**src/hdl/frwvo_cfg.svh**
```systemverilog
/*
 * Register offsets, field positions, reset values and timing figures for the
 * frame rate trim, white balance policy and V offset register slice.
 * Assumes inclusion by bare name from the package and the design modules.
 */
`ifndef FRWVO_CFG_SVH
`define FRWVO_CFG_SVH

`define FRWVO_ADDR_W 8
`define FRWVO_DATA_W 8

`define FRWVO_OFF_TRIM_HIGH 8'h2a
`define FRWVO_OFF_TRIM_LOW 8'h2b
`define FRWVO_OFF_RSVD_2C 8'h2c
`define FRWVO_OFF_WB_CTRL 8'h2d
`define FRWVO_OFF_V_OFFSET 8'h2e
`define FRWVO_OFF_RSVD_FIRST 8'h2f
`define FRWVO_OFF_RSVD_LAST 8'h32

`define FRWVO_RST_TRIM_HIGH 8'h84
`define FRWVO_RST_TRIM_LOW 8'h5e
`define FRWVO_RST_RSVD_2C 8'h88
`define FRWVO_RST_WB_CTRL 8'h03
`define FRWVO_RST_V_OFFSET 8'h80
`define FRWVO_RST_RSVD_HI 8'h00

`define FRWVO_BIT_TRIM_EN 7
`define FRWVO_BIT_TRIM_MSB 5
`define FRWVO_BIT_WB_SETTLED 3
`define FRWVO_BIT_BAND_FILTER 2
`define FRWVO_BIT_V_SIGN 7
`define FRWVO_V_MAG_W 7

// Step of the frame rate trim in hundredths of a percent; span of the trim
`define FRWVO_TRIM_STEP_CPCT 21
`define FRWVO_TRIM_MIN_CPCT 21
`define FRWVO_TRIM_MAX_CPCT 10900
// Offset full scale in millivolts for a full 7-bit magnitude
`define FRWVO_V_SPAN_MV 128

`endif

```
**src/hdl/frwvo_pkg.sv**
```systemverilog
/*
 * Types shared by the register slice: the trim value and the output
 * sample format selector.
 * Assumes the constants header is on the include path.
 */
`include "frwvo_cfg.svh"

package frwvo_pkg;
    typedef logic [9:0] frwvo_trim_t;
    typedef logic [`FRWVO_DATA_W-1:0] frwvo_byte_t;
    typedef enum logic [1:0]
    {
        FRWVO_FMT_YUV = 2'b00,
        FRWVO_FMT_GRB = 2'b01,
        FRWVO_FMT_RAW = 2'b10
    } frwvo_fmt_t;
    typedef enum logic [1:0]
    {
        FRWVO_WB_IDLE = 2'b00,
        FRWVO_WB_WAIT = 2'b01,
        FRWVO_WB_PULSE = 2'b10
    } frwvo_wb_state_t;
endpackage : frwvo_pkg

```
**src/hdl/frwvo_regs.sv**
```systemverilog
/*
 * Register slice at 0x2a..0x32: frame rate trim (high/low), white balance
 * policy and band filter control, V channel offset, and reserved bytes.
 * Registers are reached over a simple byte-wide write/read port driven by the
 * serial control bus front end, which is assumed synchronous to CLK.
 * Frame start, settling status and black-level loop value come from the
 * sensor core on the same clock.
 */
// Operation
// - Trim value is 10 bits; low 8 bits live at offset 0x2b.
// - Each trim step lowers frame rate by 0.21 percent of nominal.
// - Trim covers 0.21 percent up to 109 percent.
// - Control bit 3 set: white balance updates only after exposure/gain settle.
// - Control bit 2 set: exposure uses anti-banding algorithm.
// - V offset bit 7 picks add or subtract of bits 6..0.
// - V offset spans plus 128 mV to minus 128 mV.
// - Source bit clear: black-level loop writes offset, bus writes ignored.
// - Common control F bit 1 set: offset has no effect on output.
// - Raw RGB format: offset applies to red, green and blue samples.
// - Trim high bit 7 enables trim; clear means trim has no effect.
// - Trim high bit 5 is the trim value's top bit.
`timescale 1ns/1ps
`include "frwvo_cfg.svh"

module frwvo_regs
    import frwvo_pkg::*;
(
    input wire logic CLK,
    input wire logic RST_B,
    input wire logic WR_EN,
    input wire logic RD_EN,
    input wire frwvo_byte_t ADDR,
    input wire frwvo_byte_t WDATA,
    output frwvo_byte_t RDATA,
    output logic RVALID,
    input wire logic FRAME_START,
    input wire logic AE_AG_SETTLED,
    input wire logic WB_UPDATE_REQ,
    input wire logic OFFSET_SOURCE_CTRL,
    input wire logic COMMON_CTRL_F_BIT1,
    input wire frwvo_byte_t BLACK_LEVEL_LOOP,
    input wire logic BLACK_LEVEL_LOOP_VALID,
    input wire frwvo_fmt_t OUT_FMT,
    input wire logic SAMPLE_IS_V,
    input wire frwvo_byte_t SAMPLE_IN,
    output frwvo_byte_t SAMPLE_OUT,
    output frwvo_trim_t TRIM_ACTIVE,
    output logic TRIM_ENABLE,
    output logic BAND_FILTER_EN,
    output logic WB_UPDATE
);
    frwvo_byte_t trim_high, next_trim_high;
    frwvo_byte_t trim_low, next_trim_low;
    frwvo_byte_t rsvd_2c, next_rsvd_2c;
    frwvo_byte_t wb_ctrl, next_wb_ctrl;
    frwvo_byte_t v_offset, next_v_offset;
    frwvo_byte_t rsvd_hi [0:3];
    frwvo_byte_t next_rsvd_hi [0:3];
    frwvo_byte_t next_rdata;
    logic next_rvalid;
    frwvo_trim_t next_trim_active;
    logic next_trim_enable;
    logic next_band_filter_en;
    frwvo_wb_state_t wb_state, next_wb_state;
    logic next_wb_update;
    logic apply_offset;
    frwvo_byte_t applied_sample;

    function automatic logic hit_rsvd_hi(input frwvo_byte_t a);
        hit_rsvd_hi = (a >= `FRWVO_OFF_RSVD_FIRST) && (a <= `FRWVO_OFF_RSVD_LAST);
    endfunction : hit_rsvd_hi

    function automatic logic [1:0] rsvd_index(input frwvo_byte_t a);
        frwvo_byte_t d;
        d = a - `FRWVO_OFF_RSVD_FIRST;
        rsvd_index = d[1:0];
    endfunction : rsvd_index

    // Register writes and read data
    always_comb
    begin
        next_trim_high = trim_high;
        next_trim_low = trim_low;
        next_rsvd_2c = rsvd_2c;
        next_wb_ctrl = wb_ctrl;
        next_v_offset = v_offset;
        for (int i = 0; i < 4; i++)
            next_rsvd_hi[i] = rsvd_hi[i];
        if (WR_EN)
        begin
            case (ADDR)
                `FRWVO_OFF_TRIM_HIGH: next_trim_high = WDATA;
                `FRWVO_OFF_TRIM_LOW: next_trim_low = WDATA;
                `FRWVO_OFF_RSVD_2C: next_rsvd_2c = WDATA;
                `FRWVO_OFF_WB_CTRL: next_wb_ctrl = WDATA;
                `FRWVO_OFF_V_OFFSET:
                begin
                    if (OFFSET_SOURCE_CTRL)
                        next_v_offset = WDATA;
                end
                default:
                begin
                    if (hit_rsvd_hi(ADDR))
                        next_rsvd_hi[rsvd_index(ADDR)] = WDATA;
                end
            endcase
        end
        // The loop owns the offset while the source bit is clear
        if (!OFFSET_SOURCE_CTRL && BLACK_LEVEL_LOOP_VALID)
            next_v_offset = BLACK_LEVEL_LOOP;
        next_rvalid = RD_EN;
        next_rdata = 8'h00;
        if (RD_EN)
        begin
            case (ADDR)
                `FRWVO_OFF_TRIM_HIGH: next_rdata = trim_high;
                `FRWVO_OFF_TRIM_LOW: next_rdata = trim_low;
                `FRWVO_OFF_RSVD_2C: next_rdata = rsvd_2c;
                `FRWVO_OFF_WB_CTRL: next_rdata = wb_ctrl;
                `FRWVO_OFF_V_OFFSET: next_rdata = v_offset;
                default:
                begin
                    if (hit_rsvd_hi(ADDR))
                        next_rdata = rsvd_hi[rsvd_index(ADDR)];
                end
            endcase
        end
    end

    always_ff @(posedge CLK)
    begin
        if (!RST_B)
        begin
            trim_high <= `FRWVO_RST_TRIM_HIGH;
            trim_low <= `FRWVO_RST_TRIM_LOW;
            rsvd_2c <= `FRWVO_RST_RSVD_2C;
            wb_ctrl <= `FRWVO_RST_WB_CTRL;
            v_offset <= `FRWVO_RST_V_OFFSET;
            for (int i = 0; i < 4; i++)
                rsvd_hi[i] <= `FRWVO_RST_RSVD_HI;
            RDATA <= 8'h00;
            RVALID <= 1'b0;
        end
        else
        begin
            trim_high <= next_trim_high;
            trim_low <= next_trim_low;
            rsvd_2c <= next_rsvd_2c;
            wb_ctrl <= next_wb_ctrl;
            v_offset <= next_v_offset;
            for (int i = 0; i < 4; i++)
                rsvd_hi[i] <= next_rsvd_hi[i];
            RDATA <= next_rdata;
            RVALID <= next_rvalid;
        end
    end

    // Frame timing: trim is latched only at frame start so no frame mixes timings.
    // Software is expected to keep common control E bit 7 clear when enabling.
    always_comb
    begin
        next_trim_active = TRIM_ACTIVE;
        next_trim_enable = TRIM_ENABLE;
        next_band_filter_en = wb_ctrl[`FRWVO_BIT_BAND_FILTER];
        if (FRAME_START)
        begin
            next_trim_enable = trim_high[`FRWVO_BIT_TRIM_EN];
            // Disabled trim reads as zero steps, i.e. nominal rate (0.21 % per step)
            // Bit 8 has no register bit behind it and reads as zero
            if (trim_high[`FRWVO_BIT_TRIM_EN])
                next_trim_active = {trim_high[`FRWVO_BIT_TRIM_MSB], 1'b0,
                    trim_low};
            else
                next_trim_active = 10'h000;
        end
    end

    always_ff @(posedge CLK)
    begin
        if (!RST_B)
        begin
            TRIM_ACTIVE <= 10'h000;
            TRIM_ENABLE <= 1'b0;
            BAND_FILTER_EN <= 1'b0;
        end
        else
        begin
            TRIM_ACTIVE <= next_trim_active;
            TRIM_ENABLE <= next_trim_enable;
            BAND_FILTER_EN <= next_band_filter_en;
        end
    end

    // White balance update gating: a held request waits for settling when policy asks
    always_comb
    begin
        next_wb_state = wb_state;
        next_wb_update = 1'b0;
        case (wb_state)
            FRWVO_WB_IDLE:
            begin
                if (WB_UPDATE_REQ)
                begin
                    if (!wb_ctrl[`FRWVO_BIT_WB_SETTLED] || AE_AG_SETTLED)
                    begin
                        next_wb_update = 1'b1;
                        next_wb_state = FRWVO_WB_PULSE;
                    end
                    else
                        next_wb_state = FRWVO_WB_WAIT;
                end
            end
            FRWVO_WB_WAIT:
            begin
                if (!wb_ctrl[`FRWVO_BIT_WB_SETTLED] || AE_AG_SETTLED)
                begin
                    next_wb_update = 1'b1;
                    next_wb_state = FRWVO_WB_PULSE;
                end
            end
            FRWVO_WB_PULSE: next_wb_state = FRWVO_WB_IDLE;
            default: next_wb_state = FRWVO_WB_IDLE;
        endcase
    end

    always_ff @(posedge CLK)
    begin
        if (!RST_B)
        begin
            wb_state <= FRWVO_WB_IDLE;
            WB_UPDATE <= 1'b0;
        end
        else
        begin
            wb_state <= next_wb_state;
            WB_UPDATE <= next_wb_update;
        end
    end

    // Offset touches V samples, or every sample in raw RGB output
    assign apply_offset = !COMMON_CTRL_F_BIT1
        && ((OUT_FMT == FRWVO_FMT_RAW) || SAMPLE_IS_V);

    frwvo_offset_apply frwvo_offset_apply_inst
    (
        .clk(CLK),
        .rst_b(RST_B),
        .bypass(!apply_offset),
        .offset(v_offset),
        .sample_in(SAMPLE_IN),
        .sample_out(applied_sample)
    );

    always_ff @(posedge CLK)
    begin
        if (!RST_B)
            SAMPLE_OUT <= 8'h00;
        else
            SAMPLE_OUT <= applied_sample;
    end

    trim_frame_only_a: assert property (@(posedge CLK) disable iff (!RST_B)
        !FRAME_START |=> $stable(TRIM_ACTIVE))
        else $error("trim changed outside frame start");
    trim_value_a: assert property (@(posedge CLK) disable iff (!RST_B)
        FRAME_START && trim_high[7] |=> TRIM_ACTIVE == {$past(trim_high[5]), 1'b0, $past(trim_low)})
        else $error("trim value wrong");
    trim_disable_a: assert property (@(posedge CLK) disable iff (!RST_B)
        FRAME_START && !trim_high[7] |=> TRIM_ACTIVE == 10'h000 && !TRIM_ENABLE)
        else $error("disabled trim not zero");
    trim_msb_a: assert property (@(posedge CLK) disable iff (!RST_B)
        FRAME_START && trim_high[7] |=> TRIM_ACTIVE[9] == $past(trim_high[5]))
        else $error("trim top bit wrong");
    band_filter_a: assert property (@(posedge CLK) disable iff (!RST_B)
        ##1 BAND_FILTER_EN == $past(wb_ctrl[2]))
        else $error("band filter enable wrong");
    wb_wait_a: assert property (@(posedge CLK) disable iff (!RST_B)
        WB_UPDATE && $past(wb_ctrl[`FRWVO_BIT_WB_SETTLED]) |-> $past(AE_AG_SETTLED))
        else $error("white balance updated before settling");
    wb_free_a: assert property (@(posedge CLK) disable iff (!RST_B)
        wb_state == FRWVO_WB_IDLE && WB_UPDATE_REQ && !wb_ctrl[3] |=> WB_UPDATE)
        else $error("independent white balance update missing");
    bus_ignored_a: assert property (@(posedge CLK) disable iff (!RST_B)
        WR_EN && ADDR == 8'h2e && !OFFSET_SOURCE_CTRL && !BLACK_LEVEL_LOOP_VALID |=> $stable(v_offset))
        else $error("offset written while loop owns it");
    bus_write_a: assert property (@(posedge CLK) disable iff (!RST_B)
        WR_EN && ADDR == 8'h2e && OFFSET_SOURCE_CTRL |=> v_offset == $past(WDATA))
        else $error("stored offset write lost");
    rsvd_readback_a: assert property (@(posedge CLK) disable iff (!RST_B)
        WR_EN && ADDR == `FRWVO_OFF_RSVD_2C ##1 !WR_EN ##1 RD_EN && ADDR == `FRWVO_OFF_RSVD_2C && !WR_EN
            |=> RDATA == $past(WDATA, 3))
        else $error("reserved readback wrong");
    offset_bypass_a: assert property (@(posedge CLK) disable iff (!RST_B)
        COMMON_CTRL_F_BIT1 |=> ##1 SAMPLE_OUT == $past(SAMPLE_IN, 2))
        else $error("offset applied while disabled");

    frame_trim_c: cover property (@(posedge CLK) disable iff (!RST_B) FRAME_START && trim_high[7]);
    wb_wait_c: cover property (@(posedge CLK) disable iff (!RST_B) wb_state == FRWVO_WB_WAIT ##1 WB_UPDATE);
    loop_write_c: cover property (@(posedge CLK) disable iff (!RST_B) !OFFSET_SOURCE_CTRL && BLACK_LEVEL_LOOP_VALID);
    raw_offset_c: cover property (@(posedge CLK) disable iff (!RST_B) OUT_FMT == FRWVO_FMT_RAW && !COMMON_CTRL_F_BIT1);
endmodule : frwvo_regs

```
**src/hdl/frwvo_offset_apply.sv**
```systemverilog
/*
 * Applies the sign/magnitude V offset to one 8-bit sample with saturation.
 * Assumes the sample and offset are synchronous to the caller's clock.
 */
`timescale 1ns/1ps
`include "frwvo_cfg.svh"

module frwvo_offset_apply
    import frwvo_pkg::*;
(
    input wire logic clk,
    input wire logic rst_b,
    input wire logic bypass,
    input wire frwvo_byte_t offset,
    input wire frwvo_byte_t sample_in,
    output frwvo_byte_t sample_out
);
    frwvo_byte_t next_sample_out;
    logic [9:0] sum;

    always_comb
    begin
        // Bit 7 picks direction, bits 6..0 the magnitude
        if (offset[`FRWVO_BIT_V_SIGN])
            sum = {2'b00, sample_in} - {3'b000, offset[`FRWVO_V_MAG_W-1:0]};
        else
            sum = {2'b00, sample_in} + {3'b000, offset[`FRWVO_V_MAG_W-1:0]};
        if (bypass)
            next_sample_out = sample_in;
        else if (sum[9])
            next_sample_out = 8'h00;
        else if (sum[8])
            next_sample_out = 8'hff;
        else
            next_sample_out = sum[7:0];
    end

    always_ff @(posedge clk)
    begin
        if (!rst_b)
            sample_out <= 8'h00;
        else
            sample_out <= next_sample_out;
    end

    bypass_pass_a: assert property (@(posedge clk) disable iff (!rst_b)
        bypass |=> sample_out == $past(sample_in))
        else $error("bypass did not pass sample through");
endmodule : frwvo_offset_apply

```
**config.mk**
```make
export PLATFORM = sky130hd
export DESIGN_NAME = frwvo_regs
export DESIGN_NICKNAME = d
export VERILOG_FILES = /design/src/hdl/frwvo_pkg.sv /design/src/hdl/frwvo_regs.sv /design/src/hdl/frwvo_offset_apply.sv
export VERILOG_INCLUDE_DIRS = /design/src /design/src/hdl
export SDC_FILE = /design/constraint.sdc
export NUM_CORES = 1
export LEC_CHECK = 0
export ABC_AREA = 1
export BUFFER_PORTS_ARGS = -buffer_cell sky130_fd_sc_hd__buf_4
export CORE_MARGIN = 2
export CORE_UTILIZATION = 54
export DETAILED_ROUTE_END_ITERATION = 8
export PLACE_DENSITY = 0.78
export SYNTH_ARGS = -nofsm -noshare
export SYNTH_HDL_FRONTEND = slang
export SYNTH_SLANG_ARGS = --single-unit
export TNS_END_PERCENT = 10
```
**constraint.sdc**
```tcl
create_clock -name CLK -period 5.8 [get_ports CLK]
set_clock_uncertainty 0.05 [all_clocks]
set_input_delay 0.29 -clock CLK [delete_from_list [all_inputs] [get_ports CLK]]
set_output_delay 0.29 -clock CLK [all_outputs]
set_load 0.05 [all_outputs]
```
=== Yosys cells after proc, flatten, opt, wreduce, memory -nomap -nowiden ===
Memories as Yosys holds them, arrays and structs flattened.
Cells that the tools add are included.
W data, S select, Z words.

* $add $sub $neg: 3
* $mul: 0
* Divide/modulo/power cells: 0
* Order comparisons: 4
* Equality and inequality tests: 9
* Shift-type cells: 0
* Multiplexer cells: 30
* Bitwise operators: 5
* Reduce and logical (&&, ||, !) cells: 21

{| class="wikitable"
|+ Operators by type and width
! kind !! count
|-
| $mux W8 || 13
|-
| $mux W32 || 3
|-
| $eq A8 B6 Y1 const B || 5
|-
| $pmux W8 S5 || 1
|-
| $bwmux W32 || 1
|-
| $mux W10 || 2
|-
| $demux W8 S2 || 1
|-
| $reduce_and A2 Y1 || 6
|-
| $add A8 B7 Y9 || 1
|-
| $sub A8 B7 Y9 || 1
|-
| $ge A8 B6 Y1 const B || 1
|-
| $le A8 B6 Y1 const B || 1
|-
| $mux W2 || 3
|-
| $reduce_bool A2 Y1 || 3
|-
| $reduce_or A5 Y1 || 1
|-
| $logic_and A1 B1 Y1 || 4
|-
| $mux W1 || 4
|-
| $ne A2 B2 Y1 const B || 2
|-
| $or A1 B1 Y1 || 4
|-
| $pmux W2 S2 || 1
|-
| $ge A3 B3 Y1 const B || 1
|-
| $logic_not A1 Y1 || 3
|-
| $lt A3 B1 Y1 const B || 1
|-
| $not A2 Y3 || 1
|-
| 7 further kinds || 8
|}

* Register bits: 80
* Latch bits: 0
* Memory bits (writable): 32
* ROM bits: 0
* Input bits: 45
* Output and inout port bits: 30
* Word-level logic and storage cells: 87
* Memories: 1

{| class="wikitable"
|+ Memories
! memory !! depth !! bits a word !! rd ports !! clocked after memory_dff !! write ports !! line !! source
|-
| rsvd_hi || 4 || 8 || 5 || 0 || 4 || frwvo_regs.sv:57 || <nowiki>frwvo_byte_t rsvd_hi [0:3];</nowiki>
|}

=== Longest topological paths before layout ===
* Word-level depth: 11
* Mapped depth: 15
* Gate-level depth less buffers: 14

=== By module ===
From an unflattened synthesis, not the netlist that was laid out.

* Cell total of the unflattened synthesis: 871
* Area total of the unflattened synthesis: 6049.6 µm²

{| class="wikitable"
|+ By module, submodules not included
! module !! instances !! cells each !! area an instance (µm²) !! sequential area each (µm²)
|-
| frwvo_regs || 1 || 684 || 4916.0 || 2062.0
|-
| frwvo_offset_apply || 1 || 187 || 1133.6 || 160.2
|}

=== Worst setup path after synthesis ===
No wires, ideal clock.

* Path type: input port to flip-flop
* Start point: in ADDR[0]
* End point: mem rsvd_hi[0][0] (netlist bit)
* Library setup time: 0.113 ns
* Data arrival time: 2.055 ns
* Required time: 5.637 ns
* Slack: 3.582 ns
* Stages on the path: 12
* Buffers on the path: 3
* Cells stage by stage: buf_2 inv_1 buf_1 ha_1 o21ai_1 a21boi_2 nand3_4 nor2_8 nand2_4 buf_6 nor2_1 nor2_1

{| class="wikitable"
|+ RTL lines
! element !! line !! source
|-
| start: declaration || frwvo_regs.sv:32 || <nowiki>input wire frwvo_byte_t ADDR,</nowiki>
|-
| end: declaration || frwvo_regs.sv:57 ||
|}

=== Final worst setup path ===
* Start point: reg v_offset[5]
* End point: reg frwvo_offset_apply_inst.sample_out[0]

* Cells in the longest elaborated chain, start to end: 5
* Elaborated cells between the ends (all ways): 6
* Those cells by class: add/sub: 2; mux: 4

{| class="wikitable"
|+ RTL lines
! element !! line !! source
|-
| start: declaration || frwvo_regs.sv:56 || <nowiki>frwvo_byte_t v_offset, next_v_offset;</nowiki>
|-
| start signal: assignment || frwvo_regs.sv:138 || <nowiki>v_offset <= `FRWVO_RST_V_OFFSET;</nowiki>
|-
| start signal: assignment || frwvo_regs.sv:150 || <nowiki>v_offset <= next_v_offset;</nowiki>
|-
| $add A8 B7 Y9 / $sub A8 B7 Y9 (equally long branches) || frwvo_offset_apply.sv:27, frwvo_offset_apply.sv:25 ||
|-
| $mux W10 (*) || frwvo_offset_apply.sv:24 || <nowiki>if (offset[`FRWVO_BIT_V_SIGN])</nowiki>
|-
| $mux W8 || frwvo_offset_apply.sv:32 || <nowiki>else if (sum[8])</nowiki>
|-
| $mux W8 (*) || frwvo_offset_apply.sv:30 || <nowiki>else if (sum[9])</nowiki>
|-
| $mux W8 (*) || frwvo_offset_apply.sv:28 || <nowiki>if (bypass)</nowiki>
|-
| end signal: assignment || frwvo_offset_apply.sv:43 || <nowiki>sample_out <= next_sample_out;</nowiki>
|-
| end: declaration || frwvo_offset_apply.sv:16 || <nowiki>output frwvo_byte_t sample_out</nowiki>
|}

Mark *: on every way between the ends. The rest lies on a longest branch, timed or not.
A chain may end at the register's enable or synchronous reset.

==> impl_metrics.yaml <==
yosys:
  synthCells: 840
  synth_top_area_share: 0.392
  synth_warnings: 0
  synth.distinct_cells: 39
  avgSynthCellArea_um2: 6.75
  syn_nets: 905
  seq_area_frac_synth: 0.392
  yosysTopAreaCell: "dfxtp_1"
  mappedNetlistArea_mm2: 0.00567
  synthTopCellsByArea: "dfxtp_1, nand2_1, inv_1"
  ys_ff_latch: 111
final_layout:
  utilization: 0.620
  final_layout_size_suffix_gt1_frac: 0.130
  final_cell_mix: "nand2_1, inv_1, nor2_1"
  fin_nets: 958
  antennaDiodeCount: 0
  fin_area_mm2: 0.00637
  layout_commonest_cell: "nand2_1"
  area_growth_pct: 12.3
grt:
  grt_max_degree: 77
  antenna_found_initial: 0
  track_usage: 0.249
  grt_overflow: 0
  grt_pass1_vias: 4592
  grt_pass1_wl_mm: 22.3
timing:
  maxSlewHeadroom: 0.448
  rsz0062_at_grt: "false"
  setup_tns_ps: 0
  final-hold-violation-count: 0
  drv_slew: 0
  setup_viol: 0
  tightest_slew_ps: 825
  hold_slack_ps: 33.3
  period_share: 0.389
  period_minus_slack_ps: 2260
  fmax_mhz: 443
place:
  place_area_mm2: 0.00621
  port_buffers: 73
  dp_hpwl_mm: 10.3
  gp_congestion: 0.972
worst_setup_path:
  r2r_end: "frwvo_offset_apply_inst.sample_out[0]$_SDFF_PN0_"
  crit_top_cell: "nand2_1"
  cp.required_ps: 5990
  critical_path_class: "reg2reg"
  cp_data_arrival_time_ps: 2440
  slowest_delay_ps: 460
  rr_worst_depth: 11
  cp_max_fo: 9
  r2r_setup_slack_ps: 3540
  worst_setup_path_end_kind: "flip-flop"
  start_kind: "flip-flop"
  r2r-start: "v_offset[5]$_SDFFE_PN0P_"
  crit_path_cell_trace: "inv_1 -> ha_1 -> inv_1 -> nand2_1 -> nand2_1 -> a21boi_0 -> nand3_1 -> nand2_1 -> nand2_1 -> nand3_1 -> a21oi_1"
  cp_slowest_cell: "ha_1"
min_path:
  worstHoldStart: "AE_AG_SETTLED"
  hold_class: "in2reg"
  whs_endpoint: "wb_state[0]$_SDFFE_PN0P_"
  hold_depth: 2
drt:
  via_count: 5216
  vias_per_cell: 5.05
  drtAntennaViolNets: 0
  wl_per_cell_um: 13.4
  drt_pass1_iterations: 5
  dr.first_iter.drc_count: 292
  totalWireLength_mm: 13.9
  route.detailed.drc: 0
clocking:
  post_cts_buffers: 0
  clk_path_buf_depth: 2
  cts_tree: "yes"
  numClockSinks: 111
  cts_resized: 0
  cts.htree.levels: 3
  cts-root-buf: "clkbuf_8"
  cts_hold_buffers: 0
  cts_inserted_buffers: 9
  cts.clk_slew.worst_paths_ps: 100
  clock_latency_ps: 370
die:
  io_pins: 75
  dieArea_mm2: 0.0113
  die_y_um: 107
  start_util: 0.552
  core_area_mm2: 0.0103
  die_w_um: 107
  rows: 37
run_status:
  outcome: "finished, final reports clean"
power:
  ir_drop_mv: 0.141
  power_density_mw_per_mm2: 226
  leakagePower_nw: 3.25
run:
  maxCapViolCount: 0
## state kept, by name, summed over array words and instances, names as in the netlist
name and flops:
rsvd_hi 32, TRIM_ACTIVE 9, RDATA 8, SAMPLE_OUT 8, frwvo_offset_apply_inst.sample_out 8, rsvd_2c 8, trim_high 8, trim_low 8
v_offset 8, wb_ctrl 8, wb_state 2, BAND_FILTER_EN 1, RVALID 1, TRIM_ENABLE 1, WB_UPDATE 1
## kinds of logic after synthesis
group | Yosys count | share of synthesized area
other | 1 | 0.000661
adder cells (fa/ha/maj) | 20 | 0.0467
buffers and inverters | 151 | 0.112
multiplexers | 1 | 0.00198
AO/OA/AOI/OAI | 160 | 0.152
flip-flops | 111 | 0.392
XOR/XNOR | 1 | 0.00154
AND/OR/NAND/NOR | 395 | 0.293
## how the worst max path moves through the flow
| stage | end | start | depth (start not counted) | slack, ps |
|---|---|---|---|---|
| 2_1_floorplan | rsvd_hi[0][0]$_SDFFE_PN0P_ | ADDR[0] | 12 | 3580 |
| 5_1_grt | trim_high[5]$_SDFFE_PN0P_ | ADDR[0] | 9 | 3290 |
| 3_3_place_gp | trim_high[4]$_SDFFE_PN0P_ | ADDR[0] | 9 | 3340 |
| 3_5_place_dp | trim_high[3]$_SDFFE_PN0P_ | ADDR[0] | 9 | 3270 |
| 6_report | frwvo_offset_apply_inst.sample_out[0]$_SDFF_PN0_ | v_offset[5]$_SDFFE_PN0P_ | 11 | 3540 |
| 4_1_cts | frwvo_offset_apply_inst.sample_out[0]$_SDFF_PN0_ | v_offset[5]$_SDFFE_PN0P_ | 11 | 3590 |
## layer usage
metal,global-route usage,up-vias,wire length (µm)
met5,0,-,0
li1,-,2734,-
met1,0.335,2299,6340
met2,0.405,155,6370
met3,0.0343,28,770
met4,0.100,0,398
## layout make-up
class	count	area [µm²]
Clock inverter	6	43.8
Multi-Input combinational cell	578	2820
Sequential cell	111	2220
Inverter	120	450
Tap cell	136	170
Clock buffer	9	124
Timing Repair Buffer	73	548
Fill cell	985	3900
## per-stage QoR
step           power, mW  worst slack (ps)  instances
2_1_floorplan      0.965              3580        840
3_3_place_gp        1.04              3340       1018
3_5_place_dp        1.04              3270       1018
4_1_cts             1.45              3590       1033
5_1_grt             1.50              3290       1033
6_report            1.44              3540       1033
## Yosys cell counts, drive strengths merged
master,number
nand2,234
inv,118
nor2,116
dfxtp,111
a21oi,79
o21ai,59
nand3,32
buf,18
ha,18
clkbuf,13
o211ai,8
nand4,7
o22ai,6
o221ai,5
nor3,3
a21boi,2
clkinv,2
fa,2
and2,1
conb,1
mux2,1
nand3b,1
o21bai,1
or2,1
xor2,1
## worst max-delay path, delay by kind of cell (launching register included)
family / cells / cell delay [ps]
AOI/OAI and AO/OA: 2 / 230
adders and majority gates: 1 / 460
buffers and inverters: 2 / 220
and+or+nand+nor: 6 / 710
DFF: 1 / 450
## report_power, final
part           switching, mW  internal, mW  total [mW]
combinational          0.156        0.0806       0.237
clock                  0.258         0.156       0.414
sequential            0.0111         0.779       0.791
total                  0.426          1.02        1.44
Note: power is estimated with default switching activity, not from simulation.
